## config.mk

```make
export PLATFORM = sky130hd
export DESIGN_NAME = itu_trace
export DESIGN_NICKNAME = d
export VERILOG_FILES = /design/src/rtl/itu_pkg.sv /design/src/rtl/itu_cmp.sv /design/src/rtl/itu_pkt_mem.sv /design/src/rtl/itu_trace.sv
export VERILOG_INCLUDE_DIRS = /design/src /design/src/rtl
export SDC_FILE = /design/constraint.sdc
export NUM_CORES = 2
export LEC_CHECK = 0
export ABC_AREA = 0
export BUFFER_PORTS_ARGS = -buffer_cell sky130_fd_sc_hd__buf_2
export CAP_MARGIN = 20
export CORE_UTILIZATION = 60
export CTS_CLUSTER_SIZE = 30
export DETAILED_ROUTE_END_ITERATION = 16
export PLACE_DENSITY = 0.74
export RECOVER_POWER = 50
export SYNTH_ARGS = -nofsm -noshare
export SYNTH_HDL_FRONTEND = slang
export SYNTH_SLANG_ARGS = --single-unit
export TNS_END_PERCENT = 30
```

## constraint.sdc

```tcl
create_clock -name mclk -period 6.1 [get_ports mclk]
set_input_delay 0.305 -clock mclk [delete_from_list [all_inputs] [get_ports mclk]]
set_output_delay 0.305 -clock mclk [all_outputs]
set_load 0.005 [all_outputs]
```

## src/rtl/itu_defs.svh

```systemverilog
// Purpose: offsets, field positions, reset values and region bounds of the trace unit
// Assumes: included by every trace unit file that needs a number
// Notes: definitions only
`ifndef ITU_DEFS_SVH
`define ITU_DEFS_SVH

`define ITU_FIFO_DEPTH 45
`define ITU_NCMP       4

// register byte offsets, page codes and address bit positions
`define ITU_A_CTRL  8'h00
`define ITU_A_STS   8'h04
`define ITU_A_MASK  8'h08
`define ITU_A_THR   8'h0c
`define ITU_A_SEQ   8'h10
`define ITU_A_TRIG  8'h14
`define ITU_A_STATE 8'h18
`define ITU_PG_AADR 4'h2
`define ITU_PG_ACFG 4'h3
`define ITU_PG_DCMP 4'h4
`define ITU_PG_MSB  7
`define ITU_PG_LSB  4
`define ITU_IX_MSB  3
`define ITU_IX_LSB  2
`define ITU_DC_SEL  2
`define ITU_DC_IX   3

// fields
`define ITU_CTRL_EN   0
`define ITU_CTRL_DTR  1
`define ITU_STS_OVF   0
`define ITU_STS_TRIG  1
`define ITU_CFG_DADDR 0
`define ITU_CFG_RANGE 1
`define ITU_CFG_DCMP  2
`define ITU_SEL_W     5
`define ITU_SEQ_STW   10
`define ITU_TRIG_ANY  2'h3
`define ITU_THR_RST   6'h00

// memory regions
`define ITU_SRAM_LO 32'h0000_0000
`define ITU_SRAM_HI 32'h002f_ffff
`define ITU_ROM_LO  32'h0040_0000
`define ITU_ROM_HI  32'h004f_ffff
`define ITU_EBI_LO  32'h1000_0000
`define ITU_EBI_HI  32'h8fff_ffff
`define ITU_UPER_LO 32'hf000_0000
`define ITU_UPER_HI 32'hffff_bfff
`define ITU_SPER_LO 32'hffff_c000
`define ITU_SPER_HI 32'hffff_ffff

`endif

```

## src/rtl/itu_pkg.sv

```systemverilog
// Purpose: types shared by the trace unit files
// Assumes: nothing
// Notes: core event travels as one packed struct
package itu_pkg;

  typedef struct packed {
    logic        exec;
    logic        cond_fail;
    logic        branch;
    logic [31:0] iaddr;
    logic        dls;
    logic [31:0] daddr;
    logic [31:0] ddata;
  } itu_core_t;

  typedef struct packed {
    logic       sync;
    logic [7:0] data;
  } itu_pkt_t;

  typedef enum logic [2:0] {
    PS_IDLE, PS_EXEC, PS_FAIL, PS_BRANCH, PS_DATA, PS_TRIG, PS_OVFL
  } itu_stat_t;

  typedef enum logic [1:0] {SEQ_S1, SEQ_S2, SEQ_S3} itu_seq_t;

endpackage

```

## src/rtl/itu_cmp.sv

```systemverilog
// Purpose: one address comparator with an optional tied data comparator
// Assumes: core event bus on the same clock
// Notes: combinational, result used in the cycle of the event
module itu_cmp
#(
  parameter bit HAS_DCMP = 1'b1
)
(
  input  wire itu_pkg::itu_core_t core,
  input  wire logic [31:0]        addr_val,
  input  wire logic               use_daddr,
  input  wire logic               dcmp_en,
  input  wire logic [31:0]        dval,
  input  wire logic [31:0]        dmask,
  output logic                    eq,
  output logic                    ge,
  output logic                    lt,
  output logic                    dmatch
);
  import itu_pkg::*;

  logic [31:0] a;
  logic        v;
  logic        dc_on;

  assign a     = use_daddr ? core.daddr : core.iaddr;
  assign v     = use_daddr ? core.dls : core.exec;
  assign dc_on = HAS_DCMP && dcmp_en;
  // mask bit set means the data bit is ignored
  assign dmatch = dc_on && core.dls && (((core.ddata ^ dval) & ~dmask) == 32'h0);
  assign eq = v && (a == addr_val) && (!dc_on || dmatch);
  assign ge = v && (a >= addr_val);
  assign lt = v && (a < addr_val);
endmodule

```

## src/rtl/itu_pkt_mem.sv

```systemverilog
// Purpose: packet byte store with two write and two read lanes
// Assumes: caller keeps addresses below DEPTH
// Notes: read data registered, one cycle after the address
module itu_pkt_mem
#(
  parameter int DEPTH = 45,
  parameter int AW    = 6
)
(
  input  wire logic              mclk,
  input  wire logic              we0,
  input  wire logic              we1,
  input  wire logic [AW-1:0]     wa0,
  input  wire logic [AW-1:0]     wa1,
  input  wire itu_pkg::itu_pkt_t wd0,
  input  wire itu_pkg::itu_pkt_t wd1,
  input  wire logic [AW-1:0]     ra0,
  input  wire logic [AW-1:0]     ra1,
  output itu_pkg::itu_pkt_t      rd0_q,
  output itu_pkg::itu_pkt_t      rd1_q
);
  import itu_pkg::*;

  // pointers must reach every entry
  if (DEPTH < 2 || AW < $clog2(DEPTH)) begin : g_chk
    $error("itu_pkt_mem: AW too narrow for DEPTH");
  end

  itu_pkt_t mem [DEPTH];

  always_ff @(posedge mclk) begin
    if (we0) begin
      mem[wa0] <= wd0;
    end
    if (we1) begin
      mem[wa1] <= wd1;
    end
  end

  always_ff @(posedge mclk) begin
    rd0_q <= mem[ra0];
    rd1_q <= mem[ra1];
  end
endmodule

```

## src/rtl/itu_trace.sv

```systemverilog
// Purpose: real-time instruction and data trace unit with trigger resources
// Assumes: core event bus and register port on mclk; read data one cycle later
// Notes: trace port updates every mclk, so every trace clock edge carries data
`include "itu_defs.svh"

module itu_trace
#(
  parameter int DEPTH = `ITU_FIFO_DEPTH
)
(
  input  wire logic               mclk,
  input  wire logic               rst_n,
  input  wire itu_pkg::itu_core_t core,
  input  wire logic [7:0]         reg_addr,
  input  wire logic [31:0]        reg_wdata,
  input  wire logic               reg_wr,
  input  wire logic               reg_rd,
  output logic [31:0]             reg_rdata,
  output logic                    irq,
  output logic                    trace_port_clock,
  output logic [2:0]              pipeline_status_code,
  output logic [15:0]             packet_bus,
  output logic                    branch_sync_strobe
);
  import itu_pkg::*;

  localparam int AW = $clog2(DEPTH);
  localparam int CW = $clog2(DEPTH + 1);
  localparam int NC = `ITU_NCMP;

  if (DEPTH < 4 || DEPTH > 63) begin : g_chk
    $error("itu_trace: DEPTH must lie between 4 and 63");
  end

  // software state
  logic [1:0]  ctrl_q;
  logic [1:0]  sts_q;
  logic [1:0]  mask_q;
  logic [5:0]  thr_q;
  logic [29:0] seq_cfg_q;
  logic [6:0]  trig_q;
  logic [31:0] acmp_addr_q [NC];
  logic [2:0]  acmp_cfg_q  [NC];
  logic [31:0] dval_q      [2];
  logic [31:0] dmask_q     [2];

  // fifo state
  logic [AW-1:0] wptr_q;
  logic [AW-1:0] rptr_q;
  logic [CW-1:0] cnt_q;
  logic [1:0]    pop_q;
  logic [1:0]    pop_n;
  logic [6:0]    free;
  itu_pkt_t      wd0;
  itu_pkt_t      wd1;
  itu_pkt_t      rd0_q;
  itu_pkt_t      rd1_q;
  logic          want;
  logic          ovf;
  logic          push;

  // trigger state
  logic [NC-1:0] c_eq;
  logic [NC-1:0] c_ge;
  logic [NC-1:0] c_lt;
  logic [NC-1:0] c_dm;
  logic [NC-1:0] a_hit;
  logic [15:0]   ev;
  itu_seq_t      seq_q;
  logic [1:0]    seq_n;
  logic [4:0]    seq_fwd;
  logic [4:0]    seq_alt;
  logic          trig_hit;
  itu_stat_t     st;
  itu_stat_t     st_a_q;
  logic [31:0]   rmux;
  logic [3:0]    page;
  logic [1:0]    idx;

  function automatic logic in_rng(input logic [31:0] a, input logic [31:0] lo,
                                  input logic [31:0] hi);
    return (a >= lo) && (a <= hi);
  endfunction

  function automatic logic ev_pick(input logic [15:0] e, input logic [4:0] sel);
    return sel[`ITU_SEL_W-1] && e[sel[`ITU_SEL_W-2:0]];
  endfunction

  function automatic logic [AW-1:0] ptr_add(input logic [AW-1:0] p, input logic [1:0] n);
    logic [AW:0] s;
    s = {1'b0, p} + (AW+1)'(n);
    return (s >= (AW+1)'(DEPTH)) ? AW'(s - (AW+1)'(DEPTH)) : AW'(s);
  endfunction

  function automatic logic [7:0] regions(input itu_core_t c);
    logic [7:0] r;
    r[0] = c.dls  && in_rng(c.daddr, `ITU_SRAM_LO, `ITU_SRAM_HI);
    r[1] = c.exec && in_rng(c.iaddr, `ITU_SRAM_LO, `ITU_SRAM_HI);
    r[2] = c.dls  && in_rng(c.daddr, `ITU_ROM_LO, `ITU_ROM_HI);
    r[3] = c.exec && in_rng(c.iaddr, `ITU_ROM_LO, `ITU_ROM_HI);
    r[4] = c.dls  && in_rng(c.daddr, `ITU_EBI_LO, `ITU_EBI_HI);
    r[5] = c.exec && in_rng(c.iaddr, `ITU_EBI_LO, `ITU_EBI_HI);
    r[6] = c.dls  && in_rng(c.daddr, `ITU_UPER_LO, `ITU_UPER_HI);
    r[7] = c.dls  && in_rng(c.daddr, `ITU_SPER_LO, `ITU_SPER_HI);
    return r;
  endfunction

  function automatic itu_seq_t seq_step(input itu_seq_t s, input logic alt);
    case (s)
      SEQ_S1:  return alt ? SEQ_S3 : SEQ_S2;
      SEQ_S2:  return alt ? SEQ_S1 : SEQ_S3;
      SEQ_S3:  return alt ? SEQ_S2 : SEQ_S1;
      default: return SEQ_S1;
    endcase
  endfunction

  // ---------------- comparators ----------------
  for (genvar i = 0; i < NC; i++) begin : g_cmp
    itu_cmp #(
      .HAS_DCMP (i % 2 == 0)
    ) u_cmp (
      .core      (core),
      .addr_val  (acmp_addr_q[i]),
      .use_daddr (acmp_cfg_q[i][`ITU_CFG_DADDR]),
      .dcmp_en   (acmp_cfg_q[i][`ITU_CFG_DCMP]),
      .dval      (dval_q[i/2]),
      .dmask     (dmask_q[i/2]),
      .eq        (c_eq[i]),
      .ge        (c_ge[i]),
      .lt        (c_lt[i]),
      .dmatch    (c_dm[i])
    );
  end

  // range mode trusts both halves of a pair to share mode and access type
  always_comb begin
    for (int p = 0; p < NC / 2; p++) begin
      if (acmp_cfg_q[2*p][`ITU_CFG_RANGE]) begin
        a_hit[2*p]   = c_ge[2*p] && c_lt[2*p+1];
        a_hit[2*p+1] = c_ge[2*p] && c_lt[2*p+1];
      end else begin
        a_hit[2*p]   = c_eq[2*p];
        a_hit[2*p+1] = c_eq[2*p+1];
      end
    end
  end

  // no external event inputs feed the event vector
  assign ev = {core.branch, 1'b1, regions(core), c_dm[2], c_dm[0], a_hit};

  // ---------------- sequencer and trigger ----------------
  always_comb begin
    case (seq_q)
      SEQ_S1:  seq_n = 2'h0;
      SEQ_S2:  seq_n = 2'h1;
      SEQ_S3:  seq_n = 2'h2;
      default: seq_n = 2'h0;
    endcase
  end

  assign seq_fwd = seq_cfg_q[int'(seq_n) * `ITU_SEQ_STW +: `ITU_SEL_W];
  assign seq_alt = seq_cfg_q[int'(seq_n) * `ITU_SEQ_STW + `ITU_SEL_W +: `ITU_SEL_W];

  always_ff @(posedge mclk) begin
    if (!rst_n) begin
      seq_q <= SEQ_S1;
    end else if (ev_pick(ev, seq_fwd)) begin
      seq_q <= seq_step(seq_q, 1'b0);
    end else if (ev_pick(ev, seq_alt)) begin
      seq_q <= seq_step(seq_q, 1'b1);
    end
  end

  assign trig_hit = ev_pick(ev, trig_q[4:0]) &&
                    (trig_q[6:5] == `ITU_TRIG_ANY || trig_q[6:5] == seq_n);

  // ---------------- packet source ----------------
  always_comb begin
    want = 1'b0;
    st   = PS_IDLE;
    wd0  = '0;
    wd1  = '0;
    if (ctrl_q[`ITU_CTRL_EN]) begin
      if (core.exec && core.branch && !core.cond_fail) begin
        want = 1'b1;
        st   = PS_BRANCH;
        wd0  = '{sync: 1'b1, data: core.iaddr[7:0]};
        wd1  = '{sync: 1'b0, data: core.iaddr[15:8]};
      end else if (core.dls && ctrl_q[`ITU_CTRL_DTR]) begin
        want = 1'b1;
        st   = PS_DATA;
        wd0  = '{sync: 1'b0, data: core.ddata[7:0]};
        wd1  = '{sync: 1'b0, data: core.ddata[15:8]};
      end else if (trig_hit) begin
        st = PS_TRIG;
      end else if (core.exec && core.cond_fail) begin
        st = PS_FAIL;
      end else if (core.exec) begin
        st = PS_EXEC;
      end
    end
    if (ovf) begin
      st = PS_OVFL;
    end
  end

  // ---------------- packet fifo ----------------
  assign free  = 7'(DEPTH) - 7'(cnt_q);
  assign ovf   = want && (free < 7'h02 || free < {1'b0, thr_q});
  assign push  = want && !ovf;
  assign pop_n = (cnt_q >= CW'(2)) ? 2'h2 : ((cnt_q != '0) ? 2'h1 : 2'h0);

  itu_pkt_mem #(
    .DEPTH (DEPTH),
    .AW    (AW)
  ) u_mem (
    .mclk  (mclk),
    .we0   (push),
    .we1   (push),
    .wa0   (wptr_q),
    .wa1   (ptr_add(wptr_q, 2'h1)),
    .wd0   (wd0),
    .wd1   (wd1),
    .ra0   (rptr_q),
    .ra1   (ptr_add(rptr_q, 2'h1)),
    .rd0_q (rd0_q),
    .rd1_q (rd1_q)
  );

  always_ff @(posedge mclk) begin
    if (!rst_n) begin
      wptr_q <= '0;
      rptr_q <= '0;
      cnt_q  <= '0;
      pop_q  <= 2'h0;
    end else begin
      if (push) begin
        wptr_q <= ptr_add(wptr_q, 2'h2);
      end
      rptr_q <= ptr_add(rptr_q, pop_n);
      cnt_q  <= cnt_q + (push ? CW'(2) : CW'(0)) - CW'(pop_n);
      pop_q  <= pop_n;
    end
  end

  // ---------------- trace port ----------------
  // toggles every mclk: half rate, and each mclk is one trace clock edge
  always_ff @(posedge mclk) begin
    if (!rst_n) begin
      trace_port_clock <= 1'b0;
    end else begin
      trace_port_clock <= ~trace_port_clock;
    end
  end

  // status delayed two stages so it leaves beside the fifo read stage
  always_ff @(posedge mclk) begin
    if (!rst_n) begin
      st_a_q               <= PS_IDLE;
      pipeline_status_code <= 3'h0;
    end else begin
      st_a_q               <= st;
      pipeline_status_code <= st_a_q;
    end
  end

  always_ff @(posedge mclk) begin
    if (!rst_n) begin
      packet_bus         <= 16'h0000;
      branch_sync_strobe <= 1'b0;
    end else begin
      packet_bus[7:0]    <= (pop_q != 2'h0) ? rd0_q.data : 8'h00;
      packet_bus[15:8]   <= (pop_q == 2'h2) ? rd1_q.data : 8'h00;
      branch_sync_strobe <= ((pop_q != 2'h0) && rd0_q.sync) ||
                            ((pop_q == 2'h2) && rd1_q.sync);
    end
  end

  // ---------------- registers ----------------
  assign page = reg_addr[`ITU_PG_MSB:`ITU_PG_LSB];
  assign idx  = reg_addr[`ITU_IX_MSB:`ITU_IX_LSB];

  always_ff @(posedge mclk) begin
    if (!rst_n) begin
      ctrl_q    <= 2'h0;
      mask_q    <= 2'h0;
      thr_q     <= `ITU_THR_RST;
      seq_cfg_q <= 30'h0;
      trig_q    <= 7'h00;
    end else if (reg_wr) begin
      case (reg_addr)
        `ITU_A_CTRL: ctrl_q    <= reg_wdata[1:0];
        `ITU_A_MASK: mask_q    <= reg_wdata[1:0];
        `ITU_A_THR:  thr_q     <= reg_wdata[5:0];
        `ITU_A_SEQ:  seq_cfg_q <= reg_wdata[29:0];
        `ITU_A_TRIG: trig_q    <= reg_wdata[6:0];
        default: ;
      endcase
    end
  end

  always_ff @(posedge mclk) begin
    if (!rst_n) begin
      for (int i = 0; i < NC; i++) begin
        acmp_addr_q[i] <= 32'h0;
        acmp_cfg_q[i]  <= 3'h0;
      end
      for (int i = 0; i < 2; i++) begin
        dval_q[i]  <= 32'h0;
        dmask_q[i] <= 32'h0;
      end
    end else if (reg_wr && reg_addr[1:0] == 2'h0) begin
      if (page == `ITU_PG_AADR) begin
        acmp_addr_q[idx] <= reg_wdata;
      end else if (page == `ITU_PG_ACFG) begin
        acmp_cfg_q[idx] <= reg_wdata[2:0];
      end else if (page == `ITU_PG_DCMP && !reg_addr[`ITU_DC_SEL]) begin
        dval_q[reg_addr[`ITU_DC_IX]] <= reg_wdata;
      end else if (page == `ITU_PG_DCMP) begin
        dmask_q[reg_addr[`ITU_DC_IX]] <= reg_wdata;
      end
    end
  end

  // set wins over a write-one clear in the same cycle
  always_ff @(posedge mclk) begin
    if (!rst_n) begin
      sts_q <= 2'h0;
      irq   <= 1'b0;
    end else begin
      sts_q <= (sts_q & ~((reg_wr && reg_addr == `ITU_A_STS) ? reg_wdata[1:0] : 2'h0))
               | {trig_hit, ovf};
      irq   <= |(sts_q & mask_q);
    end
  end

  always_comb begin
    rmux = 32'h0;
    case (reg_addr)
      `ITU_A_CTRL:  rmux = 32'(ctrl_q);
      `ITU_A_STS:   rmux = 32'(sts_q);
      `ITU_A_MASK:  rmux = 32'(mask_q);
      `ITU_A_THR:   rmux = 32'(thr_q);
      `ITU_A_SEQ:   rmux = 32'(seq_cfg_q);
      `ITU_A_TRIG:  rmux = 32'(trig_q);
      `ITU_A_STATE: rmux = 32'({8'(cnt_q), 6'h0, seq_n});
      default: begin
        if (reg_addr[1:0] != 2'h0) begin
          rmux = 32'h0;
        end else if (page == `ITU_PG_AADR) begin
          rmux = acmp_addr_q[idx];
        end else if (page == `ITU_PG_ACFG) begin
          rmux = 32'(acmp_cfg_q[idx]);
        end else if (page == `ITU_PG_DCMP && !reg_addr[`ITU_DC_SEL]) begin
          rmux = dval_q[reg_addr[`ITU_DC_IX]];
        end else if (page == `ITU_PG_DCMP) begin
          rmux = dmask_q[reg_addr[`ITU_DC_IX]];
        end
      end
    endcase
  end

  // read data stands for one cycle per cycle of reg_rd, zero otherwise
  always_ff @(posedge mclk) begin
    if (!rst_n) begin
      reg_rdata <= 32'h0;
    end else begin
      reg_rdata <= reg_rd ? rmux : 32'h0;
    end
  end
endmodule

```

==> run metrics <==
Num CTS Buffers=88; DR vias/cell=7.31; Longest Clk Path Bufs=3; Final Skew=0.0260 ns; Final setup viols=0; Util after Layout=67.5%; I/O Pins=198; Pwr per Cell Area=311 nW/µm²; Critical Path End=u_mem.mem[30][7]$_DFFE_PP_; overall die height=285 µm; CTS Root Buffer Type=clkbuf_16; final period utilization=87.5%; register bit total from synthesis=819; Max-cap violations=19; Area Overhead vs Synth=11.3%; unrepaired setup endpoints after global routing=false; LEAKAGE=17.7 nW; worst setup path class=reg2reg; startpoint type of the worst setup path=register; EDFF count, synth=628; Worst Reg-to-Reg Cells=12; RR Endpoint=u_mem.mem[30][7]$_DFFE_PP_; synth top area cells=edfxtp_1, mux4_2, dfxtp_1; Final ANT Viol Nets=0; Placer Congestion=1.04; Post-route DRC=0; Initial Utilization=60.7%; final hold violations=0; CTS tree=yes; Hold Crit Start=reg_wdata[23]; top cell type by total area after synthesis=edfxtp_1; WP data required=6.47 ns; Synth Net Count=4595; clock transition at the registers of the reported paths=0.06 ns; crit end category=register; initial antenna violation count=13; synthesized cell area=47900 µm²; clock sinks=819; vias in the first global route=38500; H-tree depth=3; core area=79000 µm²; layout cell share with drive strength beyond 1=19.1%; Site Rows=103; die area=81000 µm²; final setup TNS=0 ns; Hold Path Class=in2reg; FMAX=187 MHz; Detailed Routing Iterations Pass 1=9; DRT iter0 DRCs=6718; RR Startpoint=cnt_q[2]$_SDFF_PN0_; top cell type's share of synthesized area=39.4%; failing checks=max-capacitance violations, max-slew violations; Critical path origin=cnt_q[2]$_SDFF_PN0_; Cells after Synth=4285; Critical Path Fanout Max=18; ys flop type=edfxtp_1; WL final=177000 µm; IO Port Bufs=197; syn_area_per_cell=11.2 µm²; status=complete, but fails checks; DR vias=40500; post-synth cell types=90; GRT overflow=0; Max Slew Vio Count=539; register area share after synthesis=47.3%; clk_lat worst skew=0.68 ns; Die Span X=285 µm; worst slew pin tran=2.74 ns; largest net degree at the start of global routing=112; most common cell in the netlist=edfxtp_1; nets@finish=4723; slew margin rel.=-84.7%; global-route wire length before repair=255000 µm; YS warnings=0; post-detail-place hpwl=123000 µm; Commonest cells post-synth=edfxtp_1, o22ai_1, nand2_1; fin crit period=5.34 ns; VDD IR max=0.325 mV; FF-to-FF setup slack=0.76 ns; Avg WL per Cell=32.0 µm; FFs w/ async S/R, synth=0%; Total GRT Usage=42.9%; Arr. time, crit path=5.71 ns
## sequential cells by signal (all words and copies together), names as in the netlist, 3 cells and up
register / flops
wptr_q: 6
reg_rdata: 32
st_a_q: 3
u_mem.mem: 405
dval_q: 64
pipeline_status_code: 3
trig_q: 7
acmp_addr_q: 128
u_mem.rd1_q: 9
thr_q: 6
rptr_q: 6
acmp_cfg_q: 12
packet_bus: 16
seq_cfg_q: 30
dmask_q: 64
cnt_q: 6
u_mem.rd0_q: 9
## area by class of cell
cell class / count / area (µm²)
well taps: 1050 / 1310
clock inverters: 38 / 408
flip-flops and latches: 819 / 22700
diodes: 3 / 7.51
repair buffers: 348 / 2100
inverters: 208 / 781
multi-input cells: 2948 / 23400
clock buffers: 124 / 2620
fillers: 5919 / 25700
## layer usage
metal	routed length [µm]	vias to the layer above	GRT usage [%]
met5	78	-	0
met2	77800	3405	65.0
met1	57900	19400	52.4
met3	24200	802	11.0
met4	17000	12	33.9
li1	-	16900	-
## what timing repair did
action,4_1_cts,5_1_grt
resized for setup,0,0
setup buffers,0,0
endpoints found under the hold margin,19,0
hold buffers,19,0
## critical path, cell delays in order (launching register included)
cell	delay, ns
dfxtp_1	0.54
ha_1	0.21
inv_1	0.04
o21ai_0	0.25
a21oi_1	0.13
or4b_2	0.67
o31a_1	0.18
nand3_1	0.60
inv_1	0.44
nand3_1	0.56
clkbuf_1	0.86
buf_4	0.39
o22ai_1	0.15
## kinds of logic after synthesis
group                    synth area share (%)
AO/OA/AOI/OAI                            15.6
XOR/XNOR                                 1.63
adder cells (fa/ha/maj)                  4.38
buffers and inverters                    4.21
flip-flops                               47.3
multiplexers                             15.9
AND/OR/NAND/NOR                          10.9
## power breakdown
group	total (mW)	switching [mW]	leakage [nW]	internal, mW
clock	5.61	2.35	1.48	3.26
combinational	4.63	2.97	9.68	1.65
sequential	6.35	0.198	6.57	6.15
total	16.6	5.52	17.7	11.1
## worst min-delay path by stage
stage	depth (start not counted)	end
6_report	3	seq_cfg_q[23]$_SDFFE_PN0P_
5_1_grt	3	seq_cfg_q[23]$_SDFFE_PN0P_
4_1_cts	3	seq_cfg_q[23]$_SDFFE_PN0P_
3_5_place_dp	1	trace_port_clock$_SDFF_PN0_
3_3_place_gp	1	trace_port_clock$_SDFF_PN0_
2_1_floorplan	1	trace_port_clock$_SDFF_PN0_
## through the flow
stage	worst slack [ns]	hold slack (ns)	area [µm²]	instances	power (mW)
5_1_grt	0.561	0.00627	53300	5535	17.0
4_1_cts	1.34	0.000434	53500	5530	16.3
2_1_floorplan	1.54	0.401	47900	4285	9.27
6_report	0.764	0.0146	53300	5538	16.6
3_5_place_dp	1.37	0.399	50200	5349	10.8
3_3_place_gp	1.50	0.395	50200	5348	10.8
## cell usage in the layout, fill, tap and decap left out, drive strengths merged, types with 17 or more instances in the layout
cell type and count:
nor4 24, a22oi 45, nor2b 23, clkbuf 175, a211oi 22, nand3 90
buf 278, a21oi 231, o221ai 63, a22o 37, and2 166, o22ai 390
o21ai 99, ha 163, mux2i 145, edfxtp 628, nor2 228, dlygate4sd3 19
o31ai 24, clkinv 29, inv 206, a21boi 17, nand4 38, xnor2 80
a21o 26, a31oi 18, mux2 154, mux4 197, o211ai 22, dfxtp 191
nor3 34, nand2 376, a222oi 30
Note: power is estimated with default switching activity, not from simulation.
